File: config.mk
export PLATFORM = sky130hd
export DESIGN_NAME = bfc_host
export DESIGN_NICKNAME = d
export VERILOG_FILES = /design/src/bfc_pkg.sv /design/src/bfc_host.sv /design/src/bfc_cycle.sv
export SDC_FILE = /design/constraint.sdc
export NUM_CORES = 1
export LEC_CHECK = 0
export CORE_UTILIZATION = 60
export CTS_BUF_LIST = sky130_fd_sc_hd__clkbuf_4
export DETAILED_ROUTE_END_ITERATION = 12
export DONT_BUFFER_PORTS = 1
export PLACE_DENSITY = 0.83
export REMOVE_ABC_BUFFERS = 1
export SYNTH_ARGS = -nofsm -noshare
export SYNTH_HDL_FRONTEND = slang
export SYNTH_SLANG_ARGS = --single-unit
File: constraint.sdc
create_clock -name mclk -period 7.95 [get_ports mclk]
set_input_delay 0.3975 -clock mclk [delete_from_list [all_inputs] [get_ports mclk]]
set_output_delay 0.3975 -clock mclk [all_outputs]
set_load 0.01 [all_outputs]
File: src/bfc_pkg.sv
// constants for the boot block flash host controller
package bfc_pkg;
  // clock and bus cycle timing
  localparam int CLK_NS = 40;
  localparam int T_WP_NS = 70;
  localparam int T_ACC_NS = 120;
  localparam int WP_CYC = (T_WP_NS + CLK_NS - 1) / CLK_NS;
  localparam int ACC_CYC = (T_ACC_NS + CLK_NS - 1) / CLK_NS;
  localparam int SYNC_CYC = 2;
  localparam int RD_CYC = ACC_CYC + SYNC_CYC;
  // flash command codes
  localparam logic [7:0] CMD_ERASE_SETUP = 8'h20;
  localparam logic [7:0] CMD_ERASE_CONFIRM = 8'hd0;
  localparam logic [7:0] CMD_PROG_SETUP = 8'h40;
  localparam logic [7:0] CMD_READ_ARRAY = 8'hff;
  localparam logic [7:0] CMD_READ_ID = 8'h90;
  localparam logic [7:0] CMD_READ_STATUS = 8'h70;
  // flash status byte bits
  localparam int ST_READY = 7;
  localparam int ST_ERASE_ERR = 5;
  localparam int ST_PROG_ERR = 4;
  localparam int ST_SUPPLY_ERR = 3;
  // register byte offsets
  localparam logic [4:0] OFS_CMD = 5'h00;
  localparam logic [4:0] OFS_ADDR = 5'h04;
  localparam logic [4:0] OFS_WDATA = 5'h08;
  localparam logic [4:0] OFS_CFG = 5'h0c;
  localparam logic [4:0] OFS_STAT = 5'h10;
  localparam logic [4:0] OFS_RDATA = 5'h14;
  // config bits and reset value
  localparam int CFG_BYTE = 0;
  localparam int CFG_UNLOCK = 1;
  localparam int CFG_VPP = 2;
  localparam int CFG_PDOWN = 3;
  localparam logic [3:0] CFG_RST = 4'h0;
  // operations written to the command register
  localparam logic [2:0] OP_READ = 3'h0;
  localparam logic [2:0] OP_PROG = 3'h1;
  localparam logic [2:0] OP_ERASE = 3'h2;
  localparam logic [2:0] OP_ARRAY = 3'h3;
  localparam logic [2:0] OP_ID = 3'h4;
  localparam logic [2:0] OP_STATUS = 3'h5;
  localparam logic [2:0] OP_LAST = 3'h5;
endpackage : bfc_pkg

File: src/bfc_host.sv
// host controller driving a boot block flash over its pins
module bfc_host
  import bfc_pkg::*;
(
  input wire logic mclk,
  input wire logic rst,
  input wire logic [4:0] avs_address,
  input wire logic avs_read,
  input wire logic avs_write,
  input wire logic [31:0] avs_writedata,
  output logic [31:0] avs_readdata,
  output logic avs_waitrequest,
  output logic [19:0] fl_addr,
  input wire logic [15:0] fl_dq_in,
  output logic [15:0] fl_dq_out,
  output logic fl_dq_oe,
  output logic fl_ce_n,
  output logic fl_oe_n,
  output logic fl_we_n,
  output logic fl_reset_powerdown_n,
  output logic fl_byte_n,
  output logic fl_unlock,
  output logic fl_vpp_en
);
  import bfc_pkg::*;
  typedef enum logic [2:0] {
    S_IDLE, S_CMD1, S_CMD2, S_RD, S_POLL, S_FFH
  } bfc_state_e;
  bfc_state_e state_ff;
  logic [2:0] op_ff;
  logic [19:0] addr_ff;
  logic [15:0] wdata_ff;
  logic [3:0] cfg_ff;
  logic [7:0] fstat_ff;
  logic [15:0] rdata_ff;
  logic pend_ff;
  logic [7:0] prev_code_ff;
  logic cyc_done;
  logic [15:0] cyc_rdata;

  // register bus decode
  wire busy = state_ff != S_IDLE;
  wire sel_cmd = avs_address == OFS_CMD;
  wire sel_addr = avs_address == OFS_ADDR;
  wire sel_wdata = avs_address == OFS_WDATA;
  wire sel_cfg = avs_address == OFS_CFG;
  wire sel_stat = avs_address == OFS_STAT;
  wire sel_rdata = avs_address == OFS_RDATA;
  wire cmd_block = avs_write && sel_cmd && busy;
  wire accept = (avs_read || avs_write) && avs_waitrequest && !cmd_block;
  wire wr_take = avs_write && !avs_waitrequest;
  wire start = wr_take && sel_cmd && avs_writedata[2:0] <= OP_LAST;
  wire err_any = fstat_ff[ST_SUPPLY_ERR] || fstat_ff[ST_PROG_ERR]
    || fstat_ff[ST_ERASE_ERR];
  wire [31:0] rd_mux =
    sel_cmd ? {29'h0, op_ff} :
    sel_addr ? {12'h000, addr_ff} :
    sel_wdata ? {16'h0000, wdata_ff} :
    sel_cfg ? {28'h0, cfg_ff} :
    sel_stat ? {16'h0000, fstat_ff, 6'h00, err_any, busy} :
    sel_rdata ? {16'h0000, rdata_ff} : 32'h0;

  // first write code of each operation but OP_READ, which writes none
  wire [7:0] code1 =
    op_ff == OP_PROG ? CMD_PROG_SETUP :
    op_ff == OP_ERASE ? CMD_ERASE_SETUP :
    op_ff == OP_ID ? CMD_READ_ID :
    op_ff == OP_STATUS ? CMD_READ_STATUS : CMD_READ_ARRAY;
  wire [15:0] code2 = op_ff == OP_ERASE ? {8'h00, CMD_ERASE_CONFIRM} : wdata_ff;
  // identify reads keep all address lines but A0 low
  wire [19:0] rd_addr = op_ff == OP_ID ? {19'h0, addr_ff[0]} : addr_ff;
  wire cyc_go = busy && !pend_ff;
  wire cyc_write = state_ff == S_CMD1 || state_ff == S_CMD2
    || state_ff == S_FFH;
  wire [19:0] cyc_addr = state_ff == S_RD ? rd_addr : addr_ff;
  wire [15:0] cyc_wdata =
    state_ff == S_CMD1 ? {8'h00, code1} :
    state_ff == S_CMD2 ? code2 : {8'h00, CMD_READ_ARRAY};
  wire ready = cyc_rdata[ST_READY];

  always_ff @(posedge mclk or posedge rst) begin
    if (rst) begin
      avs_waitrequest <= 1'b1;
      avs_readdata <= 32'h0;
    end else begin
      avs_waitrequest <= !accept;
      if (accept) begin
        avs_readdata <= rd_mux;
      end
    end
  end

  always_ff @(posedge mclk or posedge rst) begin
    if (rst) begin
      addr_ff <= 20'h00000;
      wdata_ff <= 16'h0000;
      cfg_ff <= CFG_RST;
    end else if (wr_take) begin
      if (sel_addr) addr_ff <= avs_writedata[19:0];
      if (sel_wdata) wdata_ff <= avs_writedata[15:0];
      if (sel_cfg) cfg_ff <= avs_writedata[3:0];
    end
  end

  // pins steered by config
  always_ff @(posedge mclk or posedge rst) begin
    if (rst) begin
      fl_reset_powerdown_n <= 1'b0;
      fl_byte_n <= 1'b1;
      fl_unlock <= 1'b0;
      fl_vpp_en <= 1'b0;
    end else begin
      fl_reset_powerdown_n <= !cfg_ff[CFG_PDOWN];
      fl_byte_n <= !cfg_ff[CFG_BYTE];
      fl_unlock <= cfg_ff[CFG_UNLOCK];
      fl_vpp_en <= cfg_ff[CFG_VPP];
    end
  end

  always_ff @(posedge mclk or posedge rst) begin
    if (rst) begin
      pend_ff <= 1'b0;
      prev_code_ff <= 8'h00;
    end else begin
      if (cyc_go) pend_ff <= 1'b1;
      else if (cyc_done) pend_ff <= 1'b0;
      if (cyc_go && cyc_write) prev_code_ff <= cyc_wdata[7:0];
    end
  end

  // operation sequencer
  always_ff @(posedge mclk or posedge rst) begin
    if (rst) begin
      state_ff <= S_IDLE;
      op_ff <= OP_READ;
      fstat_ff <= 8'h00;
      rdata_ff <= 16'h0000;
    end else begin
      case (state_ff)
        S_IDLE: begin
          if (start) begin
            op_ff <= avs_writedata[2:0];
            state_ff <= avs_writedata[2:0] == OP_READ ? S_RD : S_CMD1;
          end
        end
        S_CMD1: begin
          if (cyc_done) begin
            if (op_ff == OP_PROG || op_ff == OP_ERASE) state_ff <= S_CMD2;
            else if (op_ff == OP_ARRAY) state_ff <= S_IDLE;
            else state_ff <= S_RD;
          end
        end
        S_CMD2: if (cyc_done) state_ff <= S_POLL;
        S_RD: begin
          if (cyc_done) begin
            rdata_ff <= cyc_rdata;
            state_ff <= S_IDLE;
          end
        end
        // poll status until the device engine is ready
        S_POLL: begin
          if (cyc_done && ready) begin
            fstat_ff <= cyc_rdata[7:0];
            state_ff <= S_FFH;
          end
        end
        // back to array reads after program or erase
        S_FFH: if (cyc_done) state_ff <= S_IDLE;
        default: state_ff <= S_IDLE;
      endcase
    end
  end

  bfc_cycle u_cycle (
    .mclk(mclk),
    .rst(rst),
    .go(cyc_go),
    .is_write(cyc_write),
    .addr(state_ff == S_POLL ? addr_ff : cyc_addr),
    .wdata(cyc_wdata),
    .done(cyc_done),
    .rdata(cyc_rdata),
    .fl_dq_in(fl_dq_in),
    .fl_addr(fl_addr),
    .fl_dq_out(fl_dq_out),
    .fl_dq_oe(fl_dq_oe),
    .fl_ce_n(fl_ce_n),
    .fl_oe_n(fl_oe_n),
    .fl_we_n(fl_we_n)
  );

  erase_seq_a: assert property (@(posedge mclk) disable iff (rst)
    state_ff == S_CMD2 && op_ff == OP_ERASE && cyc_go
    |-> cyc_wdata[7:0] == CMD_ERASE_CONFIRM
    && prev_code_ff == CMD_ERASE_SETUP)
    else $error("erase confirm not right after setup");
  prog_seq_a: assert property (@(posedge mclk) disable iff (rst)
    state_ff == S_CMD2 && op_ff == OP_PROG && cyc_go
    |-> cyc_wdata == wdata_ff && prev_code_ff == CMD_PROG_SETUP)
    else $error("program data not right after setup");
  read_array_a: assert property (@(posedge mclk) disable iff (rst)
    state_ff == S_POLL && cyc_done && ready
    |=> state_ff == S_FFH && cyc_go && cyc_wdata[7:0] == CMD_READ_ARRAY)
    else $error("no read array after program or erase");
  id_addr_a: assert property (@(posedge mclk) disable iff (rst)
    state_ff == S_RD && op_ff == OP_ID && cyc_go
    |-> ##2 fl_addr[19:1] == 19'h0)
    else $error("identify read with high address lines");
  bus_answer_a: assert property (@(posedge mclk) disable iff (rst)
    avs_read && avs_waitrequest |=> !avs_waitrequest)
    else $error("register read not answered next cycle");
  erase_cov: cover property (@(posedge mclk) disable iff (rst)
    state_ff == S_FFH && op_ff == OP_ERASE && cyc_done);
  prog_cov: cover property (@(posedge mclk) disable iff (rst)
    state_ff == S_FFH && op_ff == OP_PROG && cyc_done);
  id_cov: cover property (@(posedge mclk) disable iff (rst)
    state_ff == S_RD && op_ff == OP_ID && cyc_done);
endmodule : bfc_host

File: src/bfc_cycle.sv
// one asynchronous flash bus cycle: a strobed write or a timed read
module bfc_cycle
  import bfc_pkg::*;
(
  input wire logic mclk,
  input wire logic rst,
  input wire logic go,
  input wire logic is_write,
  input wire logic [19:0] addr,
  input wire logic [15:0] wdata,
  output logic done,
  output logic [15:0] rdata,
  input wire logic [15:0] fl_dq_in,
  output logic [19:0] fl_addr,
  output logic [15:0] fl_dq_out,
  output logic fl_dq_oe,
  output logic fl_ce_n,
  output logic fl_oe_n,
  output logic fl_we_n
);
  typedef enum logic [1:0] {C_IDLE, C_SET, C_STB, C_HOLD} bfc_cyc_e;
  bfc_cyc_e st_ff;
  logic [3:0] cnt_ff;
  logic wr_ff;
  logic [15:0] sync1_ff;
  logic [15:0] sync2_ff;
  wire strobe_end = cnt_ff == 4'(wr_ff ? WP_CYC - 1 : RD_CYC - 1);

  // pin data passes two flops before use
  always_ff @(posedge mclk or posedge rst) begin
    if (rst) begin
      sync1_ff <= 16'h0000;
      sync2_ff <= 16'h0000;
    end else begin
      sync1_ff <= fl_dq_in;
      sync2_ff <= sync1_ff;
    end
  end

  always_ff @(posedge mclk or posedge rst) begin
    if (rst) begin
      st_ff <= C_IDLE;
      cnt_ff <= 4'h0;
      wr_ff <= 1'b0;
      done <= 1'b0;
      rdata <= 16'h0000;
      fl_addr <= 20'h00000;
      fl_dq_out <= 16'h0000;
      fl_dq_oe <= 1'b0;
      fl_ce_n <= 1'b1;
      fl_oe_n <= 1'b1;
      fl_we_n <= 1'b1;
    end else begin
      done <= 1'b0;
      case (st_ff)
        C_IDLE: begin
          fl_ce_n <= 1'b1;
          fl_dq_oe <= 1'b0;
          if (go) begin
            wr_ff <= is_write;
            fl_addr <= addr;
            fl_dq_out <= wdata;
            st_ff <= C_SET;
          end
        end
        // chip select first, data driven only for writes
        C_SET: begin
          fl_ce_n <= 1'b0;
          fl_dq_oe <= wr_ff;
          cnt_ff <= 4'h0;
          st_ff <= C_STB;
        end
        // read strobes output enable, write strobes write line
        C_STB: begin
          fl_we_n <= ~wr_ff;
          fl_oe_n <= wr_ff;
          cnt_ff <= cnt_ff + 4'h1;
          if (strobe_end) begin
            st_ff <= C_HOLD;
          end
        end
        // rising write strobe latches, data still held
        C_HOLD: begin
          fl_we_n <= 1'b1;
          fl_oe_n <= 1'b1;
          rdata <= sync2_ff;
          done <= 1'b1;
          st_ff <= C_IDLE;
        end
        default: st_ff <= C_IDLE;
      endcase
    end
  end

  we_strobe_a: assert property (@(posedge mclk) disable iff (rst)
    !fl_we_n |-> !fl_ce_n && fl_oe_n && fl_dq_oe)
    else $error("write strobe without select or driven data");
  rd_float_a: assert property (@(posedge mclk) disable iff (rst)
    !fl_oe_n |-> !fl_dq_oe && fl_we_n && !fl_ce_n)
    else $error("read with data lines driven");
  we_width_a: assert property (@(posedge mclk) disable iff (rst)
    $fell(fl_we_n) |=> !fl_we_n)
    else $error("write strobe too short");
endmodule : bfc_cycle

Word level (Yosys, flattened, before mapping)
Cells that the tools add are included.
W data, S select, Z words.

operators by class
  shift-type cells = 0
  divide/modulo/power cells = 0
  equal/unequal tests = 26
  multipliers = 0
  reductions and logical operators = 40
  bitwise logic cells = 1
  $add $sub $neg = 1
  multiplexer cells = 37
  order comparisons = 1

operator list
  kind                  number
  $mux W16              7
  $mux W20              5
  $mux W8               4
  $mux W3               6
  $reduce_and A2 Y1     8
  $pmux W3 S5           1
  $eq A3 B2 Y1 const B  4
  $eq A3 B3 Y1 const B  4
  $eq A5 B4 Y1 const B  2
  $eq A5 B5 Y1 const B  2
  $mux W2               5
  $logic_and A1 B1 Y1   9
  $ne A2 B1 Y1 const B  4
  $pmux W1 S2           4
  $pmux W2 S4           1
  $pmux W4 S2           1
  $reduce_bool A2 Y1    4
  $eq A3 B1 Y1 const B  2
  $logic_not A1 Y1      6
  $logic_not A3 Y1      2
  $logic_or A1 B1 Y1    6
  $ne A2 B2 Y1 const B  3
  $eq A5 B3 Y1 const B  1
  $logic_not A5 Y1      1
  other kinds (11)      14

storage, ports and cells
  memories kept = 0
  output and inout bits = 77
  word-level logic and storage cells = 133
  bits in latches = 0
  bits in writable memories = 0
  memory bits (read-only) = 0
  flip-flop bits (word level) = 204

Depth between registers and ports, before layout
Gate-level depths: netlist of run 1.

  depth after elaboration = 7
  gate-level depth with buffers = 7

Hierarchy
Synthesis of run 1 repeated with hierarchy kept, for this count alone.

unflattened totals
  cell total of the unflattened synthesis = 639
  area, all modules = 8,139.1 um^2

modules (own cells, without submodules)
  module     times used  area an instance (um^2)  sequential area each (um^2)  cells each
  bfc_host   1           4,754.6                  2,404.8                      434
  bfc_cycle  1           3,384.5                  2,406.1                      205

Worst setup path after synthesis of run 1
Ideal clock, no wire load.

  kind = in2reg
  start = input port avs_address[4]
  end = register state_ff[0]
  setup slack = 6,000 ps
  cell stages on the path = 4
  arrival time = 1,826 ps
  setup time = 125 ps
  cells stage by stage = or4_4 > a2111oi_4 > o21a_1 > mux2_2

between the ends
  word-level cells in the longest chain between the ends = 5

ends and longest elaborated chain
  what                              line             RTL
  from (decl)                       bfc_host.sv:7    input wire logic [4:0] avs_address,
  $logic_not A5 Y1                  bfc_host.sv:43   wire sel_cmd = avs_address == OFS_CMD;
  $logic_and A1 B1 Y1 (2 in a row)  bfc_host.sv:52   wire start = wr_take && sel_cmd && avs_writedata[2:0] <= OP_LAST;
  $ne A2 B2 Y1 (no line)            n/a
  $reduce_and A5 Y1 (no line)       n/a
  to (signal assigned)              bfc_host.sv:143  state_ff <= avs_writedata[2:0] == OP_READ ? S_RD : S_CMD1;
  to (decl)                         bfc_host.sv:29   bfc_state_e state_ff;

No other way between the ends.
A chain may end at the register's enable or synchronous reset.

Final worst setup path of run 1
  start = register avs_waitrequest
  end = register addr_ff[17]

between the ends
  word-level cells in the longest chain between the ends = 3

ends and longest elaborated chain
  what                         line            RTL
  from (decl)                  bfc_host.sv:12  output logic avs_waitrequest,
  from (signal assigned)       bfc_host.sv:86  avs_waitrequest <= !accept;
  $logic_not A1 Y1             bfc_host.sv:51  wire wr_take = avs_write && !avs_waitrequest;
  $logic_and A1 B1 Y1          bfc_host.sv:51
  $reduce_and A2 Y1 (no line)  n/a
  to (signal assigned)         bfc_host.sv:99  if (sel_addr) addr_ff <= avs_writedata[19:0];
  to (decl)                    bfc_host.sv:31  logic [19:0] addr_ff;

No other way between the ends.

==> out/metrics.cfg, run 1 <==
[outcome]
status=completed

[critical_path]
critPathKind=reg2reg
crit_required_ps=8440
crit_path_end_kind=flop
timing.rr.start=avs_waitrequest
worstRegToRegCells=3
r2r_setup_slack_ps=5610
startpoint_type=flop
cp.arrival_ps=2830
critPathMaxFanout=20
regToRegEndpoint=addr_ff[17]

[clock_network]
cts_made_buffers=17
postCtsResizedCells=0
postCtsSetupRepairBufs=0
clk-insertion-delay-late_ps=600
path_clk_slew_ps=140
cts-root-buf=clkbuf_4
clockBufferDepth=2
cts.htree.levels=4
hold_buffers=37
cts_sinks=192
cts_tree=built

[power_and_ir_drop]
powerDensity_nw_per_um2=290
power_leakage_nw=3.92
ir_drop_mv=0.158

[timing]
relSlewSlack=0.214
timing.fmax_mhz=427
skew_ps=17.8
rsz0062_at_grt=false
finalSetupTns_ps=0
worst_pin_slew_ps=1180
report.final.setup_viol=0
period_needed_ps=2340
fin_crit_sh=0.294
drv_slew=0
hold_ws_ps=71.4
hold_violations=0

[synth]
yosysWarnings=0
ys_ff_latch=192
synth-seq-area-share=0.607
yosysTopAreaCell=dfrtp_1
synth.avg_cell_area_um2=12.1
synthArstFlopShare=1.00
yosys-top-cells-area=dfrtp_1, mux2_2, nand2_1
syn_area_um2=7920
yosys-top-cells-count=dfrtp_1, mux2_2, nand2_1
synth.most_common_cell=dfrtp_1
synthFlopType=dfrtp_1
synth_edf_count=0
synth.top_cell.area_share=0.591
ys_types=57
syn_inst=657

[drt]
routed_wl_um=17400
wl_per_cell_um=20.1
wirelength_met1_um=7280
via_count=5173
top_layer_used=met4
antenna_left=0
met3_length_um=1080
drt_iter0_drc=353
drt-pass1-iter-count=6
drc_errors=0
viasPerCell=5.99
route.met2.wl_um=8730

[finish]
drive_above_1_share=0.194
area_delta_synth_final_pct=8.31
design_area_um2=8580
diodes=0
finish.net_count=741
num-fill-cells=968
final_cells=863

[die]
rows=41
ios=134
core_area_um2=12800
die_h_um=117
start_util=0.620
die_area_um2=13700
die_w_um=117

[run]
max_cap_viol_count=0

[placed_design]
port_buffers=0
dpl.hpwl_um=11500
dp_cells=795
dpl_cell_area_um2=7980
gp_congestion=0.901

[global_route]
grt_pass1_vias=5346
grt.total_usage=0.277
grt_pass1_wl_um=27600
overflow=0
antenna_found_initial=0
grt_max_degree=137

[min_path]
min_from=avs_address[4]
worst_hold_path.endpoint=avs_readdata[4]
min_path_cells=2
hp-class=in2reg

through the flow:
step                 util  setup WS (ps)  total power, mW
global placement    0.625           5480             1.98
CTS                 0.672           5650             2.50
detailed placement  0.625           5430             2.03
finish              0.672           5610             2.49
floorplan               -           2330             1.84
global route        0.672           5490             2.64
critical path, stage by stage, from the launching register on:
cell,delay [ps]
dfstp_2,610
nand2b_1,250
or3_1,920
mux2_2,440
sequential cells by signal, summed over array words and instances (netlist names), 16 cells and up:
register and flops:
u_cycle.fl_addr 20, u_cycle.fl_dq_out 16, u_cycle.rdata 16, addr_ff 20, u_cycle.sync1_ff 16, wdata_ff 16
avs_readdata 20, rdata_ff 16, u_cycle.sync2_ff 16
area by class of cell:
cell class,count,area [µm²],area share
tap,172,215,0.0251
sequential,192,4810,0.561
multi-input combinational,416,2880,0.335
clock buffer,18,135,0.0157
clock inverter,13,98.8,0.0115
inverter,12,52.6,0.00612
timing repair buffer,40,393,0.0458
cell families (layout without fill, tap and decap cells):
group / count (synthesis) / count (layout) / share of synthesized area
AOI/OAI and AO/OA: 112 / 112 / 0.101
xor gates and xnor gates: 1 / 1 / 0.00111
adders and majority gates: 5 / 5 / 0.00790
buffers and inverters: 60 / 83 / 0.0358
DFF: 192 / 192 / 0.607
muxes: 89 / 89 / 0.126
other: 1 / 12 / 0.000473
and+or+nand+nor: 197 / 197 / 0.121
power by group:
part / switching (mW) / total (mW) / internal [mW]
sequential: 0.233 / 1.45 / 1.22
combinational: 0.295 / 0.577 / 0.283
clock: 0.311 / 0.462 / 0.151
how the worst max path moves through the flow:
stage,to,depth (start not counted),slack (ps),from
global route,u_cycle.fl_addr[8],4,5490,state_ff[1]
detailed placement,addr_ff[12],3,5430,avs_address[4]
floorplan,addr_ff[0],1,2330,rst
finish,addr_ff[17],3,5610,avs_waitrequest
global placement,addr_ff[12],3,5480,avs_address[4]
CTS,addr_ff[18],3,5650,avs_waitrequest
metal layers:
metal,track usage,up-vias
met4,0.109,0
li1,-,2326
met5,0,-
met1,0.352,2625
met3,0.0700,27
met2,0.459,195
layout by cell type (no fill, tap or decap), drive strengths merged, types with 6 or more instances in the layout:
cell	Yosys	layout
o21ai	26	26
a21oi	29	29
nor3b	6	6
or3	10	10
nand3	33	33
nand2b	7	7
conb	1	12
o31ai	7	7
dfrtp	187	187
clkbuf	25	18
a32o	9	9
clkinv	0	9
mux2	88	88
nor2b	8	8
o2bb2ai	8	8
dlygate4sd3	0	37
nor2	27	27
nand2	85	85
inv	12	12
Power figures use the tool's default switching activity.
==> inputs of run 2 (changes only) <==
ABC_AREA = 1   (was default)
CORE_UTILIZATION = 59   (was 60)
PLACE_DENSITY = 0.85   (was 0.83)
clock period = 2 ns   (was 7.95 ns; I/O delays follow)
==> out/metrics.cfg, run 2 <==
[outcome]
status=completed

[placed_design]
port_buffers=0
gp_congestion=0.860
dpl.hpwl_um=11700

[critical_path]
r2r_setup_slack_ps=60
crit_buf_inv=3
worst-path-stages=7
startpoint_type=flop
timing.rr.start=avs_waitrequest
slowest_stage=dfstp_2
cpLargestDelayFamily=buffers and inverters
worstSetupStartpoint=avs_waitrequest
cp.arrival_ps=2470
critPathMaxStageDelay_ps=600
critPathMaxFanout=21
worstRegToRegCells=7
regToRegEndpoint=addr_ff[9]
critPathKind=reg2reg
worstPathCellList=inv_1 -> nand2_1 -> inv_1 -> nand2_4 -> nand2_1 -> o21ai_1 -> dlygate4sd3_1
crit_path_end_kind=flop
crit_required_ps=2530
endpoint=addr_ff[9]

[die]
die_w_um=117
die_area_um2=13700
core_area_um2=12800
ios=134
rows=41
die_h_um=117
start_util=0.611

[global_route]
grt_pass1_wl_um=27100
grt.total_usage=0.266
grt_use_met1=0.331
grt_busiest_layer=met2
grt_pass1_vias=5645
overflow=0
grt_max_degree=76
grt_use_met3=0.0654
gr-usage-met2=0.440
antenna_found_initial=0

[synth]
synth.top_cell.area_share=0.600
yosys-top-cells-count=nand2_1, dfrtp_1, o21ai_0
ys_types=34
syn_inst=832
yosys-top-cells-area=dfrtp_1, nand2_1, o21ai_0
ys_ff_latch=192
synth_edf_count=0
syn_area_um2=7800
yosysTopAreaCell=dfrtp_1
yosysWarnings=0
synthFlopType=dfrtp_1
synth.most_common_cell=nand2_1
synth-seq-area-share=0.617
synth.avg_cell_area_um2=9.38
synthArstFlopShare=1.00

[timing]
rsz0062_at_grt=false
drv_slew=0
skew_ps=18.6
period_needed_ps=1940
hold_ws_ps=63.1
timing.fmax_mhz=514
fin_crit_sh=0.972
hold_violations=0
relSlewSlack=0.636
worst_pin_slew_ps=545
report.final.setup_viol=0

[finish]
diodes=0
area_delta_synth_final_pct=12.5
num-fill-cells=941
layout_common_cells=nand2_1, dfrtp_1, o21ai_0
reg_top3=addr_ff x20, avs_readdata x20, u_cycle.fl_addr x20
drive_above_1_share=0.0872
layout_commonest_cell=nand2_1
finish.net_count=955

[drt]
routed_wl_um=16800
viasPerCell=5.37
antenna_left=0
via_count=5789
drt-pass1-iter-count=5
drc_errors=0
wl_per_cell_um=15.6
drt_iter0_drc=406

[clock_network]
path_clk_slew_ps=150
clockBufferDepth=2
cts_tree=built
cts.htree.levels=4
cts_sinks=192
clk-insertion-delay-late_ps=580
cts_made_buffers=17
cts-root-buf=clkbuf_4

[run]
max_cap_viol_count=0

[min_path]
hp-class=in2async

[power_and_ir_drop]
power_mw=9.72
ir_drop_mv=0.695
powerDensity_nw_per_um2=1110
power_leakage_nw=4.36

[run 2: how the worst min path moves through the flow]
stage | start | end | slack, ps | cells past startpoint
after detailed placement | rst | u_cycle.sync2_ff[3] | 50 | 1
after global routing | fl_dq_in[7] | u_cycle.sync1_ff[7] | 20 | 1
after floorplan | fl_dq_in[0] | u_cycle.sync1_ff[0] | 130 | 0
after global placement | rst | u_cycle.sync2_ff[3] | 50 | 1
after CTS | avs_address[3] | avs_readdata[1] | 20 | 8
final | rst | fl_unlock | 60 | 2
[run 2: cell type report]
class,instances,area [µm²],area share
Clock buffer,18,135,0.0154
Clock inverter,14,140,0.0160
Inverter,82,315,0.0359
Multi-Input combinational cell,529,2470,0.282
Sequential cell,192,4810,0.548
Tap cell,172,215,0.0245
Timing Repair Buffer,71,684,0.0780
[run 2: where the power goes]
part	internal [mW]	leakage, nW	switching [mW]
Clock	0.756	0.151	1.28
Combinational	0.823	1.75	1.46
Sequential	4.74	2.46	0.658
[run 2: kinds of logic (layout without fill, tap and decap cells)]
group,Yosys count,in the layout,share of synthesized area
fa+ha+maj,5,5,0.00802
compound gates,138,138,0.0940
flops,192,192,0.617
simple gates,370,370,0.201
mux,4,4,0.00770
buf+inv,122,185,0.0720
other cells,1,12,0.000481
[run 2: stage by stage]
| step | utilization | std cells | instance area [µm²] | TNS, ps | setup WS (ps) |
|---|---|---|---|---|---|
| 5_1_grt | 0.687 | 1078 | 8780 | 0 | 9.03 |
| 6_report | 0.687 | 1078 | 8780 | 0 | 55.3 |
| 3_3_place_gp | 0.626 | 996 | 7990 | 0 | 293 |
| 2_1_floorplan | - | 803 | 7590 | -644150 | -3320 |
| 3_5_place_dp | 0.626 | 996 | 7990 | 0 | 218 |
| 4_1_cts | 0.686 | 1077 | 8760 | 0 | 9.18 |
[run 2: routing by layer]
metal	wire [µm]	vias up
met5	0	-
met4	450	0
met3	1240	44
met2	8190	217
met1	6940	2775
li1	-	2753
[run 2: what timing repair did]
item,4_1_cts,5_1_grt
endpoints found under the hold margin,271,0
gates resized for setup,0,2
hold buffers,49,0
endpoints found under the setup margin,0,13
setup buffers,0,1
==> inputs of run 3 (changes only) <==
CORE_UTILIZATION = 60   (was 59)
PLACE_DENSITY = 0.72   (was 0.85)
clock period = 1.9 ns   (was 2 ns; I/O delays follow)
==> out/metrics.cfg, run 3 (synthesis gave the netlist of run 2 again) <==
[outcome]
status=completed

[timing]
relSlewSlack=0.408
hold_ws_ps=40.9
hold_violations=0
period_needed_ps=1700
rsz0062_at_grt=false
report.final.setup_viol=0
drv_slew=0
worst_pin_slew_ps=888
timing.fmax_mhz=588
skew_ps=15.9
finalSetupTns_ps=0
fin_crit_sh=0.895

[clock_network]
cts_tree=built
cts_made_buffers=17
cts_sinks=192
cts-root-buf=clkbuf_4
path_clk_slew_ps=160
cts.htree.levels=4
clockBufferDepth=2
clk-insertion-delay-late_ps=590

[critical_path]
critPathMaxStageDelay_ps=590
cp.arrival_ps=2240
critPathKind=reg2reg
critPathMaxFanout=9
startpoint_type=flop
crit_path_end_kind=flop
worstPathCellList=inv_1 -> nand2_1 -> inv_1 -> nand2_4 -> nand2_1 -> o21ai_1 -> dlygate4sd3_1
worstRegToRegCells=7
slowest_stage=dfstp_2
r2r_setup_slack_ps=200
crit_required_ps=2440
timing.rr.start=avs_waitrequest
regToRegEndpoint=addr_ff[0]

[drt]
drt-pass1-iter-count=5
viasPerCell=5.33
drt_iter0_drc=452
wl_per_cell_um=15.4
drc_errors=0
via_count=5729
antenna_left=0
routed_wl_um=16600

[global_route]
grt_pass1_wl_um=26600
overflow=0
grt_pass1_vias=5423
antenna_found_initial=0
grt.total_usage=0.264
grt_max_degree=95

[min_path]
hp-class=in2reg
min_from=fl_dq_in[0]
worst_hold_path.endpoint=u_cycle.sync1_ff[0]
min_path_cells=1

[die]
die_area_um2=13500
die_h_um=116
die_w_um=116
start_util=0.616
rows=41
core_area_um2=12700
ios=134

[power_and_ir_drop]
ir_drop_mv=0.881
power_leakage_nw=4.35
powerDensity_nw_per_um2=1160

[finish]
multi_input_area_um2=2480
drive_above_1_share=0.0886
layout_common_cells=nand2_1, dfrtp_1, o21ai_0
layout_commonest_cell=nand2_1
seq_area_um2=4810
finish.net_count=952
diodes=0
num-fill-cells=1009
area_delta_synth_final_pct=12.6
reg_top3=addr_ff x20, avs_readdata x20, u_cycle.fl_addr x20

[placed_design]
gp_congestion=0.922
port_buffers=0
dpl.hpwl_um=11500

[run]
max_cap_viol_count=0

run 3: cell types whose count changed in the layout (fill, tap and decap cells not counted), moves of 2 or more:
cell | previous run | this run
clkinv_1 | 3 | 1
inv_8 | 2 | 6
clkinvlp_4 | 1 | 3
buf_4 | 19 | 17
clkinv_8 | 0 | 2
clkinv_2 | 3 | 0
run 3: worst max path at each step:
stage | startpoint | end | cells past startpoint
2_1_floorplan | rst | addr_ff[0] | 1
3_3_place_gp | u_cycle.st_ff[0] | u_cycle.fl_dq_out[3] | 7
3_5_place_dp | u_cycle.st_ff[0] | u_cycle.fl_dq_out[2] | 7
4_1_cts | avs_waitrequest | addr_ff[0] | 7
5_1_grt | u_cycle.st_ff[1] | u_cycle.rdata[8] | 2
6_report | avs_waitrequest | addr_ff[0] | 7
run 3: what timing repair did:
item / in CTS / in global routing
hold endpoints to repair: 275 / 1
buffers inserted: 0 / 3
setup endpoints to repair: 0 / 9
hold buffers: 47 / 1
resized for setup: 0 / 2
run 3: through the flow:
stage	worst slack [ps]	power, mW	area [µm²]	util	std cells
floorplan	-3410	7.25	7590	-	803
global placement	212	7.88	7980	0.630	992
detailed placement	132	8.00	7980	0.630	992
CTS	80.5	10.3	8750	0.690	1071
global route	62.6	11.0	8790	0.693	1075
finish	200	10.2	8790	0.693	1075
run 3: area by class of cell:
class,instances,share of cell area
flip-flops and latches,192,0.548
multi-input cells,529,0.282
repair buffers,68,0.0760
inverters,82,0.0359
well taps,172,0.0245
clock inverters,15,0.0195
clock buffers,17,0.0145
run 3: where the power goes:
part           internal (mW)  leakage, nW  switching [mW]
combinational          0.849         1.74            1.50
clock                  0.717        0.152            1.48
sequential              4.99         2.46           0.689
total                   6.56         4.35            3.68
run 3: critical path, delay by kind of cell, from the launching register on:
kind	cells	cell delay (ps)
flops	1	590
compound gates	1	70
buf+inv	3	740
simple gates	3	270
run 3: per-layer routing:
layer | share of wire | global-route usage
met1 | 0.44 | 0.351
met2 | 0.47 | 0.423
met3 | 0.072 | 0.0607
met4 | 0.020 | 0.105
met5 | 0 | 0
